## src/relay_pkg.sv

```systemverilog
/*
 * Shared constants of the repeater relay filter: register offsets, field
 * positions, reset values, operating modes, protocols and header layout.
 * Assumes a 32-bit classic Wishbone register bus with byte addresses.
 */
package relay_pkg;
	// ==========================================================
	// register offsets (byte addresses)
	localparam logic [7:0] REG_CTRL = 8'h00;
	localparam logic [7:0] REG_GROUP = 8'h04;
	localparam logic [7:0] REG_SOURCE = 8'h08;
	localparam logic [7:0] REG_TARGET = 8'h0C;
	localparam logic [7:0] REG_STATUS = 8'h10;
	localparam logic [7:0] REG_ACCEPTED = 8'h14;
	localparam logic [7:0] REG_DROPPED = 8'h18;

	// ==========================================================
	// field positions
	localparam int CTRL_MODE_LSB = 0;
	localparam int CTRL_PROTO_LSB = 2;
	localparam int CTRL_HOLD_BIT = 4;
	localparam int STAT_REJECT_BIT = 0;
	localparam int STAT_DEFER_BIT = 1;
	localparam int STAT_BUSY_BIT = 2;

	// ==========================================================
	// operating modes and over-air protocols
	localparam logic [1:0] MODE_DATA = 2'h0;
	localparam logic [1:0] MODE_REPEATER = 2'h1;
	localparam logic [1:0] MODE_TELEMETRY = 2'h2;
	localparam logic [1:0] MODE_POLLED = 2'h3;
	localparam logic [1:0] PROTO_PLAIN = 2'h0;
	localparam logic [1:0] PROTO_FEC = 2'h1;
	localparam logic [1:0] PROTO_PACKET_ARQ = 2'h2;
	localparam logic [1:0] PROTO_SAMPLED = 2'h3;

	// ==========================================================
	// reset values
	localparam logic [1:0] RST_MODE = 2'h0;
	localparam logic [1:0] RST_PROTO = 2'h1;
	localparam logic RST_HOLD = 1'b0;
	localparam logic [7:0] RST_GROUP = 8'h01;
	localparam logic [7:0] RST_SOURCE = 8'h01;
	localparam logic [7:0] RST_TARGET = 8'h00;

	// ==========================================================
	// address values and message header layout
	localparam logic [7:0] UNIT_BROADCAST = 8'hFF;
	localparam logic [7:0] GROUP_OPEN = 8'h00;
	localparam logic [7:0] UNIT_MIN = 8'h01;
	localparam logic [7:0] UNIT_MAX = 8'hFE;
	localparam logic [1:0] HDR_GROUP = 2'h0;
	localparam logic [1:0] HDR_TARGET = 2'h1;
	localparam logic [1:0] HDR_SOURCE = 2'h2;
	localparam logic [1:0] HDR_SEQ = 2'h3;
	localparam logic [2:0] ALARM_CODE_IDX = 3'h4;
endpackage : relay_pkg

```

## src/dup_record.sv

```systemverilog
/*
 * Record of recently seen message identifiers, searched in parallel.
 * Assumes one clock and synchronous active-high reset; DEPTH at least 2.
 */
module dup_record #(
	parameter int DEPTH = 8,
	parameter int ID_W = 16
) (
	// clock and reset
	input wire logic clk_i,
	input wire logic rst_i,
	// lookup
	input wire logic [ID_W-1:0] query_id_i,
	output logic hit_o,
	// record a new identifier
	input wire logic insert_i,
	input wire logic [ID_W-1:0] insert_id_i
);
	localparam int PW = $clog2(DEPTH);

	logic [ID_W-1:0] id_r [DEPTH];
	logic [DEPTH-1:0] used_r;
	logic [DEPTH-1:0] match;
	logic [PW-1:0] ptr_r;

	// parallel compare against every live entry
	for (genvar g = 0; g < DEPTH; g++) begin : g_cmp
		assign match[g] = used_r[g] & (id_r[g] == query_id_i);
	end
	assign hit_o = |match;

	// identifier storage
	always_ff @(posedge clk_i) begin
		if (insert_i) begin
			id_r[ptr_r] <= insert_id_i;
		end
	end

	always_ff @(posedge clk_i) begin
		if (rst_i) begin
			used_r <= '0;
			ptr_r <= '0;
		end else if (insert_i) begin
			used_r[ptr_r] <= 1'b1;
			ptr_r <= (ptr_r == PW'(DEPTH-1)) ? '0 : ptr_r + 1'b1;
		end
	end
endmodule : dup_record

```

## src/radio_repeater_relay_filter.sv

```systemverilog
/*
 * Receive filter and relay path of a radio modem: header check, duplicate
 * suppression, buffering, listen-before-talk and alarm origination, with a
 * classic Wishbone register file.
 * Assumes received bytes arrive as a valid/ready stream framed by a last flag,
 * header bytes group, target, source, sequence; one clock, synchronous reset.
 */
// Operation
// - A repeater sends on each accepted message byte for byte, untouched.
// - A repeater serves one group and relays only messages of that group.
// - A repeater records each relayed message and drops later copies of it; the record holds only the last DUP_DEPTH messages.
// - Broadcast-addressed messages of the group are relayed like any other.
// - A repeater drops every message carrying group zero.
// - Every unit drops received messages already in its record.
// - In repeater mode the own unit number goes only into originated alarms and lies in 1 to 254; the code does not check it on entry to repeater mode.
// - A repeater never originates data, so the target setting has no effect.
// - In repeater mode the group setting takes only 1 to 254, never zero.
// - The repeater protocol matches its network and is never the ARQ packet one.
// - The protocol setting may change only in data-only or repeater mode.
// - Transmission waits while the channel is busy unless hold-off allows any time.
// - Non-repeaters with group zero take every message not in the record; repeaters refuse group zero.
module radio_repeater_relay_filter #(
	parameter int FIFO_DEPTH = 4,
	parameter int DUP_DEPTH = 8
) (
	// clock and reset
	input wire logic clk_i,
	input wire logic rst_i,
	// wishbone slave
	input wire logic wb_cyc_i,
	input wire logic wb_stb_i,
	input wire logic wb_we_i,
	input wire logic [7:0] wb_adr_i,
	input wire logic [3:0] wb_sel_i,
	input wire logic [31:0] wb_dat_i,
	output logic [31:0] wb_dat_o,
	output logic wb_ack_o,
	// received message stream
	input wire logic rx_valid_i,
	input wire logic [7:0] rx_data_i,
	input wire logic rx_last_i,
	output logic rx_ready_o,
	// channel and alarm
	input wire logic carrier_busy_i,
	input wire logic alarm_req_i,
	input wire logic [7:0] alarm_code_i,
	// outgoing message stream
	output logic out_valid_o,
	output logic [7:0] out_data_o,
	output logic out_last_o,
	output logic out_relay_o,
	input wire logic out_ready_i
);
	typedef enum logic [1:0] {RX_HDR, RX_PUSH, RX_PASS, RX_DROP} rx_state_t;
	typedef enum logic [1:0] {OUT_IDLE, OUT_MSG, OUT_ALARM} out_state_t;

	// ==========================================================
	// declarations
	logic [1:0] mode_r;
	logic [1:0] proto_r;
	logic hold_any_r;
	logic [7:0] group_r;
	logic [7:0] source_r;
	logic [7:0] target_r;
	logic reject_r;
	logic [15:0] accepted_r;
	logic [15:0] dropped_r;
	logic ack_r;
	logic [31:0] dat_r;
	logic [31:0] rd_mux;
	logic wr_en;
	logic [1:0] new_mode;
	logic [1:0] new_proto;
	logic proto_bad;
	logic mode_bad;
	logic group_bad;
	logic source_bad;

	logic hold_valid_r;
	logic [7:0] hold_data_r;
	logic hold_last_r;
	logic rx_ready_r;
	logic take;
	rx_state_t rx_state_r;
	logic [7:0] hdr_r [4];
	logic [1:0] idx_r;
	logic hdr_last_r;
	logic repeater;
	logic accept;
	logic dup_hit;
	logic record;

	logic fifo_in_valid;
	logic [8:0] fifo_in_data;
	logic fifo_in_ready;
	logic fifo_out_valid;
	logic [8:0] fifo_out_data;
	logic fifo_out_ready;

	out_state_t out_state_r;
	logic out_valid_r;
	logic [7:0] out_data_r;
	logic out_last_r;
	logic out_relay_r;
	logic load_slot;
	logic need_wait;
	logic defer_r;
	logic alarm_pend_r;
	logic [7:0] alarm_code_r;
	logic [7:0] alarm_seq_r;
	logic [2:0] alarm_idx_r;
	logic [7:0] alarm_byte;

	assign repeater = (mode_r == relay_pkg::MODE_REPEATER);

	// ==========================================================
	// wishbone slave
	assign wr_en = wb_cyc_i & wb_stb_i & wb_we_i & ack_r & wb_sel_i[0];
	assign new_mode = wb_dat_i[relay_pkg::CTRL_MODE_LSB +: 2];
	assign new_proto = wb_dat_i[relay_pkg::CTRL_PROTO_LSB +: 2];

	assign proto_bad = (new_proto != proto_r) & (mode_r != relay_pkg::MODE_DATA) & ~repeater;
	// no ARQ protocol, no open group in repeater
	assign mode_bad = (new_mode == relay_pkg::MODE_REPEATER) &
		(((proto_bad ? proto_r : new_proto) == relay_pkg::PROTO_PACKET_ARQ) |
		(group_r == relay_pkg::GROUP_OPEN));
	assign group_bad = (wb_dat_i[7:0] == relay_pkg::UNIT_BROADCAST) |
		(repeater & (wb_dat_i[7:0] == relay_pkg::GROUP_OPEN));
	assign source_bad = (wb_dat_i[7:0] > relay_pkg::UNIT_MAX) |
		(repeater & (wb_dat_i[7:0] < relay_pkg::UNIT_MIN));

	// read data selection, unmapped reads as zero
	always_comb begin
		rd_mux = 32'h0000_0000;
		case (wb_adr_i)
			relay_pkg::REG_CTRL: rd_mux = {27'h0, hold_any_r, proto_r, mode_r};
			relay_pkg::REG_GROUP: rd_mux = {24'h0, group_r};
			relay_pkg::REG_SOURCE: rd_mux = {24'h0, source_r};
			relay_pkg::REG_TARGET: rd_mux = {24'h0, target_r};
			relay_pkg::REG_STATUS: rd_mux = {29'h0, (rx_state_r != RX_HDR), defer_r, reject_r};
			relay_pkg::REG_ACCEPTED: rd_mux = {16'h0, accepted_r};
			relay_pkg::REG_DROPPED: rd_mux = {16'h0, dropped_r};
			default: rd_mux = 32'h0000_0000;
		endcase
	end

	// one-wait-state acknowledge with registered read data
	always_ff @(posedge clk_i) begin
		if (rst_i) begin
			ack_r <= 1'b0;
			dat_r <= 32'h0000_0000;
		end else begin
			ack_r <= wb_cyc_i & wb_stb_i & ~ack_r;
			dat_r <= rd_mux;
		end
	end
	assign wb_ack_o = ack_r;
	assign wb_dat_o = dat_r;

	// configuration registers, refused values keep the old setting
	always_ff @(posedge clk_i) begin
		if (rst_i) begin
			mode_r <= relay_pkg::RST_MODE;
			proto_r <= relay_pkg::RST_PROTO;
			hold_any_r <= relay_pkg::RST_HOLD;
			group_r <= relay_pkg::RST_GROUP;
			source_r <= relay_pkg::RST_SOURCE;
			target_r <= relay_pkg::RST_TARGET;
		end else if (wr_en) begin
			case (wb_adr_i)
				relay_pkg::REG_CTRL: begin
					hold_any_r <= wb_dat_i[relay_pkg::CTRL_HOLD_BIT];
					if (!proto_bad && !(repeater && new_proto == relay_pkg::PROTO_PACKET_ARQ)) begin
						proto_r <= new_proto;
					end
					if (!mode_bad) begin
						mode_r <= new_mode;
					end
				end
				relay_pkg::REG_GROUP: begin
					if (!group_bad) begin
						group_r <= wb_dat_i[7:0];
					end
				end
				relay_pkg::REG_SOURCE: begin
					if (!source_bad) begin
						source_r <= wb_dat_i[7:0];
					end
				end
				relay_pkg::REG_TARGET: target_r <= wb_dat_i[7:0];
				default: ;
			endcase
		end
	end

	// sticky refusal flag, a new refusal wins over the clear
	always_ff @(posedge clk_i) begin
		if (rst_i) begin
			reject_r <= 1'b0;
		end else if (wr_en && (((wb_adr_i == relay_pkg::REG_CTRL) &&
			(proto_bad || mode_bad || (repeater && new_proto == relay_pkg::PROTO_PACKET_ARQ))) ||
			((wb_adr_i == relay_pkg::REG_GROUP) && group_bad) ||
			((wb_adr_i == relay_pkg::REG_SOURCE) && source_bad))) begin
			reject_r <= 1'b1;
		end else if (wr_en && (wb_adr_i == relay_pkg::REG_STATUS) &&
			wb_dat_i[relay_pkg::STAT_REJECT_BIT]) begin
			reject_r <= 1'b0;
		end
	end

	// ==========================================================
	// receive holding register
	always_ff @(posedge clk_i) begin
		if (rst_i) begin
			hold_valid_r <= 1'b0;
			hold_data_r <= 8'h00;
			hold_last_r <= 1'b0;
			rx_ready_r <= 1'b0;
		end else begin
			if (rx_valid_i && rx_ready_r) begin
				hold_valid_r <= 1'b1;
				hold_data_r <= rx_data_i;
				hold_last_r <= rx_last_i;
			end else if (take) begin
				hold_valid_r <= 1'b0;
			end
			rx_ready_r <= ~((hold_valid_r & ~take) | (rx_valid_i & rx_ready_r));
		end
	end
	assign rx_ready_o = rx_ready_r;

	// ==========================================================
	// acceptance decision on the sequence byte
	always_comb begin
		if (repeater) begin
			accept = (hdr_r[relay_pkg::HDR_GROUP] == group_r) &
				(hdr_r[relay_pkg::HDR_GROUP] != relay_pkg::GROUP_OPEN);
		end else if (group_r == relay_pkg::GROUP_OPEN) begin
			accept = 1'b1;
		end else begin
			accept = (hdr_r[relay_pkg::HDR_GROUP] == relay_pkg::GROUP_OPEN) |
				((hdr_r[relay_pkg::HDR_GROUP] == group_r) &
				((hdr_r[relay_pkg::HDR_TARGET] == source_r) |
				(hdr_r[relay_pkg::HDR_TARGET] == relay_pkg::UNIT_BROADCAST)));
		end
		accept = accept & ~dup_hit;
	end
	assign record = take & (rx_state_r == RX_HDR) & (idx_r == relay_pkg::HDR_SEQ) & accept;

	dup_record #(
		.DEPTH(DUP_DEPTH),
		.ID_W(16)
	) u_dup (
		.clk_i(clk_i),
		.rst_i(rst_i),
		.query_id_i({hdr_r[relay_pkg::HDR_SOURCE], hold_data_r}),
		.hit_o(dup_hit),
		.insert_i(record),
		.insert_id_i({hdr_r[relay_pkg::HDR_SOURCE], hold_data_r})
	);

	// ==========================================================
	// receive sequencing
	always_comb begin
		case (rx_state_r)
			RX_HDR, RX_DROP: take = hold_valid_r;
			RX_PASS: take = hold_valid_r & fifo_in_ready;
			default: take = 1'b0;
		endcase
	end

	assign fifo_in_valid = (rx_state_r == RX_PUSH) | ((rx_state_r == RX_PASS) & hold_valid_r);
	assign fifo_in_data = (rx_state_r == RX_PUSH) ?
		{(idx_r == relay_pkg::HDR_SEQ) & hdr_last_r, hdr_r[idx_r]} : {hold_last_r, hold_data_r};

	always_ff @(posedge clk_i) begin
		if (rst_i) begin
			rx_state_r <= RX_HDR;
			idx_r <= 2'h0;
			hdr_last_r <= 1'b0;
			accepted_r <= 16'h0000;
			dropped_r <= 16'h0000;
		end else begin
			case (rx_state_r)
				RX_HDR: begin
					if (take) begin
						hdr_r[idx_r] <= hold_data_r;
						idx_r <= 2'h0;
						if (idx_r == relay_pkg::HDR_SEQ) begin
							hdr_last_r <= hold_last_r;
							if (accept) begin
								rx_state_r <= RX_PUSH;
								accepted_r <= accepted_r + 1'b1;
							end else begin
								rx_state_r <= hold_last_r ? RX_HDR : RX_DROP;
								dropped_r <= dropped_r + 1'b1;
							end
						end else if (hold_last_r) begin
							dropped_r <= dropped_r + 1'b1;
						end else begin
							idx_r <= idx_r + 1'b1;
						end
					end
				end
				RX_PUSH: begin
					if (fifo_in_ready) begin
						idx_r <= idx_r + 1'b1;
						if (idx_r == relay_pkg::HDR_SEQ) begin
							rx_state_r <= hdr_last_r ? RX_HDR : RX_PASS;
						end
					end
				end
				RX_PASS, RX_DROP: begin
					if (take && hold_last_r) begin
						rx_state_r <= RX_HDR;
					end
				end
				default: rx_state_r <= RX_HDR;
			endcase
		end
	end

	stream_fifo #(
		.WIDTH(9),
		.DEPTH(FIFO_DEPTH)
	) u_fifo (
		.clk_i(clk_i),
		.rst_i(rst_i),
		.in_valid_i(fifo_in_valid),
		.in_data_i(fifo_in_data),
		.in_ready_o(fifo_in_ready),
		.out_valid_o(fifo_out_valid),
		.out_data_o(fifo_out_data),
		.out_ready_i(fifo_out_ready)
	);

	// ==========================================================
	// alarm origination
	always_comb begin
		case (alarm_idx_r)
			3'h0: alarm_byte = group_r;
			3'h1: alarm_byte = relay_pkg::UNIT_BROADCAST;
			3'h2: alarm_byte = source_r;
			3'h3: alarm_byte = alarm_seq_r;
			default: alarm_byte = alarm_code_r;
		endcase
	end

	// ==========================================================
	// output stage
	assign load_slot = ~out_valid_r | out_ready_i;
	assign fifo_out_ready = (out_state_r == OUT_MSG) & load_slot;
	assign need_wait = ~hold_any_r & carrier_busy_i;

	always_ff @(posedge clk_i) begin
		if (rst_i) begin
			out_state_r <= OUT_IDLE;
			out_valid_r <= 1'b0;
			out_data_r <= 8'h00;
			out_last_r <= 1'b0;
			out_relay_r <= 1'b0;
			alarm_pend_r <= 1'b0;
			alarm_code_r <= 8'h00;
			alarm_seq_r <= 8'h00;
			alarm_idx_r <= 3'h0;
			defer_r <= 1'b0;
		end else begin
			if (alarm_req_i) begin
				alarm_pend_r <= 1'b1;
				alarm_code_r <= alarm_code_i;
			end
			defer_r <= (out_state_r == OUT_IDLE) & need_wait &
				(alarm_pend_r | (fifo_out_valid & repeater));
			if (load_slot) begin
				out_valid_r <= 1'b0;
			end
			case (out_state_r)
				OUT_IDLE: begin
					if (!out_valid_r && alarm_pend_r && !need_wait) begin // idle gap after a frame
						out_state_r <= OUT_ALARM;
						alarm_idx_r <= 3'h0;
						if (!alarm_req_i) begin
							alarm_pend_r <= 1'b0;
						end
					end else if (!out_valid_r && fifo_out_valid && !(repeater && need_wait)) begin
						out_state_r <= OUT_MSG;
					end
				end
				OUT_MSG: begin
					if (fifo_out_valid && load_slot) begin
						out_valid_r <= 1'b1;
						out_data_r <= fifo_out_data[7:0];
						out_last_r <= fifo_out_data[8];
						out_relay_r <= repeater;
						if (fifo_out_data[8]) begin
							out_state_r <= OUT_IDLE;
						end
					end
				end
				OUT_ALARM: begin
					if (load_slot) begin
						out_valid_r <= 1'b1;
						out_data_r <= alarm_byte;
						out_last_r <= (alarm_idx_r == relay_pkg::ALARM_CODE_IDX);
						out_relay_r <= 1'b1;
						alarm_idx_r <= alarm_idx_r + 1'b1;
						if (alarm_idx_r == relay_pkg::ALARM_CODE_IDX) begin
							out_state_r <= OUT_IDLE;
							alarm_seq_r <= alarm_seq_r + 1'b1;
						end
					end
				end
				default: out_state_r <= OUT_IDLE;
			endcase
		end
	end

	assign out_valid_o = out_valid_r;
	assign out_data_o = out_data_r;
	assign out_last_o = out_last_r;
	assign out_relay_o = out_relay_r;
endmodule : radio_repeater_relay_filter

```

## src/stream_fifo.sv

```systemverilog
/*
 * Small synchronous FIFO with valid/ready on both sides.
 * Assumes one clock, synchronous active-high reset, DEPTH at least 2.
 */
module stream_fifo #(
	parameter int WIDTH = 9,
	parameter int DEPTH = 4
) (
	// clock and reset
	input wire logic clk_i,
	input wire logic rst_i,
	// filling side
	input wire logic in_valid_i,
	input wire logic [WIDTH-1:0] in_data_i,
	output logic in_ready_o,
	// draining side
	output logic out_valid_o,
	output logic [WIDTH-1:0] out_data_o,
	input wire logic out_ready_i
);
	localparam int AW = $clog2(DEPTH);

	logic [WIDTH-1:0] mem [DEPTH];
	logic [AW-1:0] wr_ptr_r;
	logic [AW-1:0] rd_ptr_r;
	logic [AW:0] count_r;
	logic push;
	logic pop;

	// full and empty from the occupancy count
	assign in_ready_o = (count_r != (AW+1)'(DEPTH));
	assign out_valid_o = (count_r != '0);
	assign out_data_o = mem[rd_ptr_r];
	assign push = in_valid_i & in_ready_o;
	assign pop = out_valid_o & out_ready_i;

	// storage write
	always_ff @(posedge clk_i) begin
		if (push) begin
			mem[wr_ptr_r] <= in_data_i;
		end
	end

	// pointers and count
	always_ff @(posedge clk_i) begin
		if (rst_i) begin
			wr_ptr_r <= '0;
			rd_ptr_r <= '0;
			count_r <= '0;
		end else begin
			if (push) begin
				wr_ptr_r <= (wr_ptr_r == AW'(DEPTH-1)) ? '0 : wr_ptr_r + 1'b1;
			end
			if (pop) begin
				rd_ptr_r <= (rd_ptr_r == AW'(DEPTH-1)) ? '0 : rd_ptr_r + 1'b1;
			end
			if (push & ~pop) begin
				count_r <= count_r + 1'b1;
			end else if (pop & ~push) begin
				count_r <= count_r - 1'b1;
			end
		end
	end
endmodule : stream_fifo

```

## config.mk

```make
export PLATFORM = sky130hd
export DESIGN_NAME = radio_repeater_relay_filter
export DESIGN_NICKNAME = d
export VERILOG_FILES = /design/src/relay_pkg.sv /design/src/dup_record.sv /design/src/radio_repeater_relay_filter.sv /design/src/stream_fifo.sv
export SDC_FILE = /design/constraint.sdc
export NUM_CORES = 1
export LEC_CHECK = 0
export BUFFER_PORTS_ARGS = -buffer_cell sky130_fd_sc_hd__buf_2
export CAP_MARGIN = 20
export CORE_MARGIN = 5
export CORE_UTILIZATION = 40
export CTS_CLUSTER_DIAMETER = 40
export CTS_CLUSTER_SIZE = 25
export DETAILED_ROUTE_END_ITERATION = 7
export SLEW_MARGIN = 20
export SYNTH_ARGS = -nofsm -noshare
export SYNTH_HDL_FRONTEND = slang
export SYNTH_SLANG_ARGS = --single-unit
export TNS_END_PERCENT = 20
```

## constraint.sdc

```tcl
create_clock -name clk_i -period 11.8 [get_ports clk_i]
set_input_delay 1.18 -clock clk_i [delete_from_list [all_inputs] [get_ports clk_i]]
set_output_delay 1.18 -clock clk_i [all_outputs]
set_load 0.02 [all_outputs]
```

==> metrics.cfg <==
[grt]
met2_usage_pct=27.27
track_usage_pct=16.13
grt_max_degree=76
grt_first_pass_wirelength_mm=54.53
first_global_vias=9901
grtUsageMet1_pct=21.34
grt-busiest-layer=met2
antenna_found_initial=0
grt_overflow=0
met3_usage_pct=2.640

[floorplan]
die-area_um2=42680
num_rows=72
start_util_pct=40.19
die_w_um=206.6
ios=115
die_height_um=206.6
design.core.area_um2=38470

[synth]
synth_top_area_share_pct=38.07
netlist.top_cell.by_area=edfxtp_1
synth_area_per_cell_um2=11.88
async_flop_share_pct=0
synth_ff_type=edfxtp_1
synth_area_um2=15460
ys_seq_area_share_pct=57.62
synth_cell_type_count=70
synth_edf_count=196
ys_seq_elements=347
syn_inst=1301
yosys_warnings=0
synth.area.top_cells=edfxtp_1, dfxtp_1, xor2_1

[clock_tree]
cts_max_path_buffers=3
clock-sinks=347
clk_latency_ns=0.56
postCtsResizedCells=0
cts_htree_levels=2
tritoncts=done
cts-root-buf=clkbuf_16
cts.reportedPaths.clkPinSlew_ns=0.05
numCtsBuffers=45
ctsHoldBuffers=0
post_cts_buffers=0

[placed_design]
io_buffer_count=71
finalWeightedCongestion=0.8151
hpwlAfterDp_mm=22.21

[worst_hold_path]
hold_class=reg -> reg

[route]
vias=10070
detail_route.wl_per_cell_um=17.76
routed_via_density=5.222
dr.pass1.iters=7
ant_nets=0
drc=0
wl_mm=34.26
first_iter_violations=668

[final_layout]
num-nets-final=1472
final.fill_count=3530
diodes=0
fin_util_pct=46.61
area_delta_synth_final_pct=15.97
drive_above_1_share_pct=16.16

[critical_path]
end_kind=flop
startpoint_type=flop
crit_arrival_ns=4.25
timing_worst_setup_path_type=reg -> reg
cp_data_required_time_ns=11.97
cp_max_fo=18

[pwr]
ir_worst_vdd_v=0.00009740
powerDensity_nw_per_um2=163.2
leakage_nw=6.483
finalPower_w=0.002926

[run]
drv_cap=0

[sta]
worst_slew_pin_slew_ns=1.004
fin_worst_skew_ns=0.02669
hold_ws_ns=0.4345
slew-limit-headroom_pct=32.59
hold_viol=0
slew_violations=0
setup_viol=0
fin_crit_ns=4.076
rsz0062_at_grt=false
timing.final.crit_share_pct=34.54
max_freq_mhz=245.4
fin_setup_tns_ns=0

[run_status]
status=complete, no violations

power breakdown:
group,internal [W],switching (W),total [W]
logic,0.0000716,0.000126,0.000197
registers,0.00130,0.0000208,0.00132
clock network,0.000846,0.000563,0.00141
total,0.00222,0.000710,0.00293
cell usage in the layout, fill, tap and decap left out, types with 9 or more instances in the layout:
master	count
edfxtp_1	196
dfxtp_1	151
nor2_1	128
xor2_1	123
nand2_1	83
buf_2	70
a21oi_1	53
clkbuf_16	49
mux2i_1	42
xnor2_1	39
nand3_1	34
inv_1	30
nor4_1	30
o21ai_0	27
ha_1	27
buf_4	21
mux4_2	20
nand4_1	20
nor3_1	19
or3_1	18
conb_1	16
mux2_2	14
and2_1	14
and3_1	11
nor2b_1	10
a311oi_1	10
o21a_1	9
a221oi_1	9
per-layer routing:
layer	part of all wire, %	vias up
met3	4.8	57
met1	45	4947
li1	-	4862
met5	0	-
met2	48	207
met4	2.5	0
Yosys cell counts (3+ instances only):
master	number
a211oi_1	4
a21oi_1	53
a221o_1	8
a221oi_1	9
a222oi_1	7
a22o_1	3
a22oi_1	8
a311oi_1	10
a31o_2	3
a31oi_1	4
and2_1	14
and3_1	11
buf_1	6
buf_2	20
buf_4	19
clkbuf_1	37
dfxtp_1	151
edfxtp_1	196
ha_1	27
inv_1	30
mux2_1	3
mux2_2	14
mux2i_1	42
mux4_2	20
nand2_1	83
nand2b_1	8
nand3_1	34
nand4_1	20
nor2_1	129
nor2b_1	10
nor3_1	19
nor4_1	30
nor4_2	5
o211ai_1	4
o21a_1	9
o21ai_0	27
o22a_1	4
o31ai_1	3
or3_1	18
or4_1	4
xnor2_1	39
xor2_1	123
through the flow:
stage | instances | setup slack, ns | area, µm²
after floorplan | 1316 | 7.710 | 15520
after global placement | 1843 | 7.760 | 16310
after detailed placement | 1843 | 7.708 | 16310
after CTS | 1927 | 7.695 | 17890
after global routing | 1929 | 7.468 | 17930
final | 1929 | 7.724 | 17930
cell type report:
class	count	area, µm²	area share [%]
Inverter	30	112.6	0.6281
Multi-Input combinational cell	857	6148	34.29
Clock inverter	28	327.8	1.828
Clock buffer	56	1252	6.986
Sequential cell	347	8909	49.69
Timing Repair Buffer	93	530.5	2.959
Tap cell	518	648.1	3.615
worst max-delay path, cell delays in order, from the launching register on:
cell      delay [ns]
dfxtp_1         0.39
inv_1           0.08
ha_1            0.44
nand2b_1        0.28
a21o_1          0.22
nor3_1          0.39
nand3_4         0.36
nor2_2          0.74
and3_1          0.78
sequential cells by signal (all words and copies together), names as in the netlist, 8 cells and up, named ones only:
name          count
dropped_r        16
u_dup.id_r      128
u_fifo.mem       36
source_r          8
alarm_code_r      8
wb_dat_o         16
out_data_o        8
accepted_r       16
u_dup.used_r      8
target_r          8
alarm_seq_r       8
hold_data_r       8
hdr_r            32
group_r           8
worst paths after layout:
path                                    from                           to  slack, ns  depth (start not counted)
setup / recovery  rx_state_r[1]$_SDFFE_PP0P_  u_dup.id_r[4][10]$_DFFE_PP_       7.72                          8
hold / removal           wb_ack_o$_SDFF_PP0_          wb_ack_o$_SDFF_PP0_       0.43                          1
setup reg to reg  rx_state_r[1]$_SDFFE_PP0P_  u_dup.id_r[4][10]$_DFFE_PP_       7.72                          8
hold reg to reg          wb_ack_o$_SDFF_PP0_          wb_ack_o$_SDFF_PP0_       0.43                          1
kinds of logic after synthesis:
| family | after synthesis | synth area share (%) |
|---|---|---|
| and+or+nand+nor | 401 | 12.95 |
| AOI/OAI and AO/OA | 171 | 7.697 |
| other | 1 | 0.02426 |
| buffers and inverters | 112 | 3.343 |
| adders and majority gates | 28 | 2.315 |
| muxes | 79 | 6.871 |
| xor gates and xnor gates | 162 | 9.178 |
| DFF | 347 | 57.62 |
(Power assumes the default switching activity.)
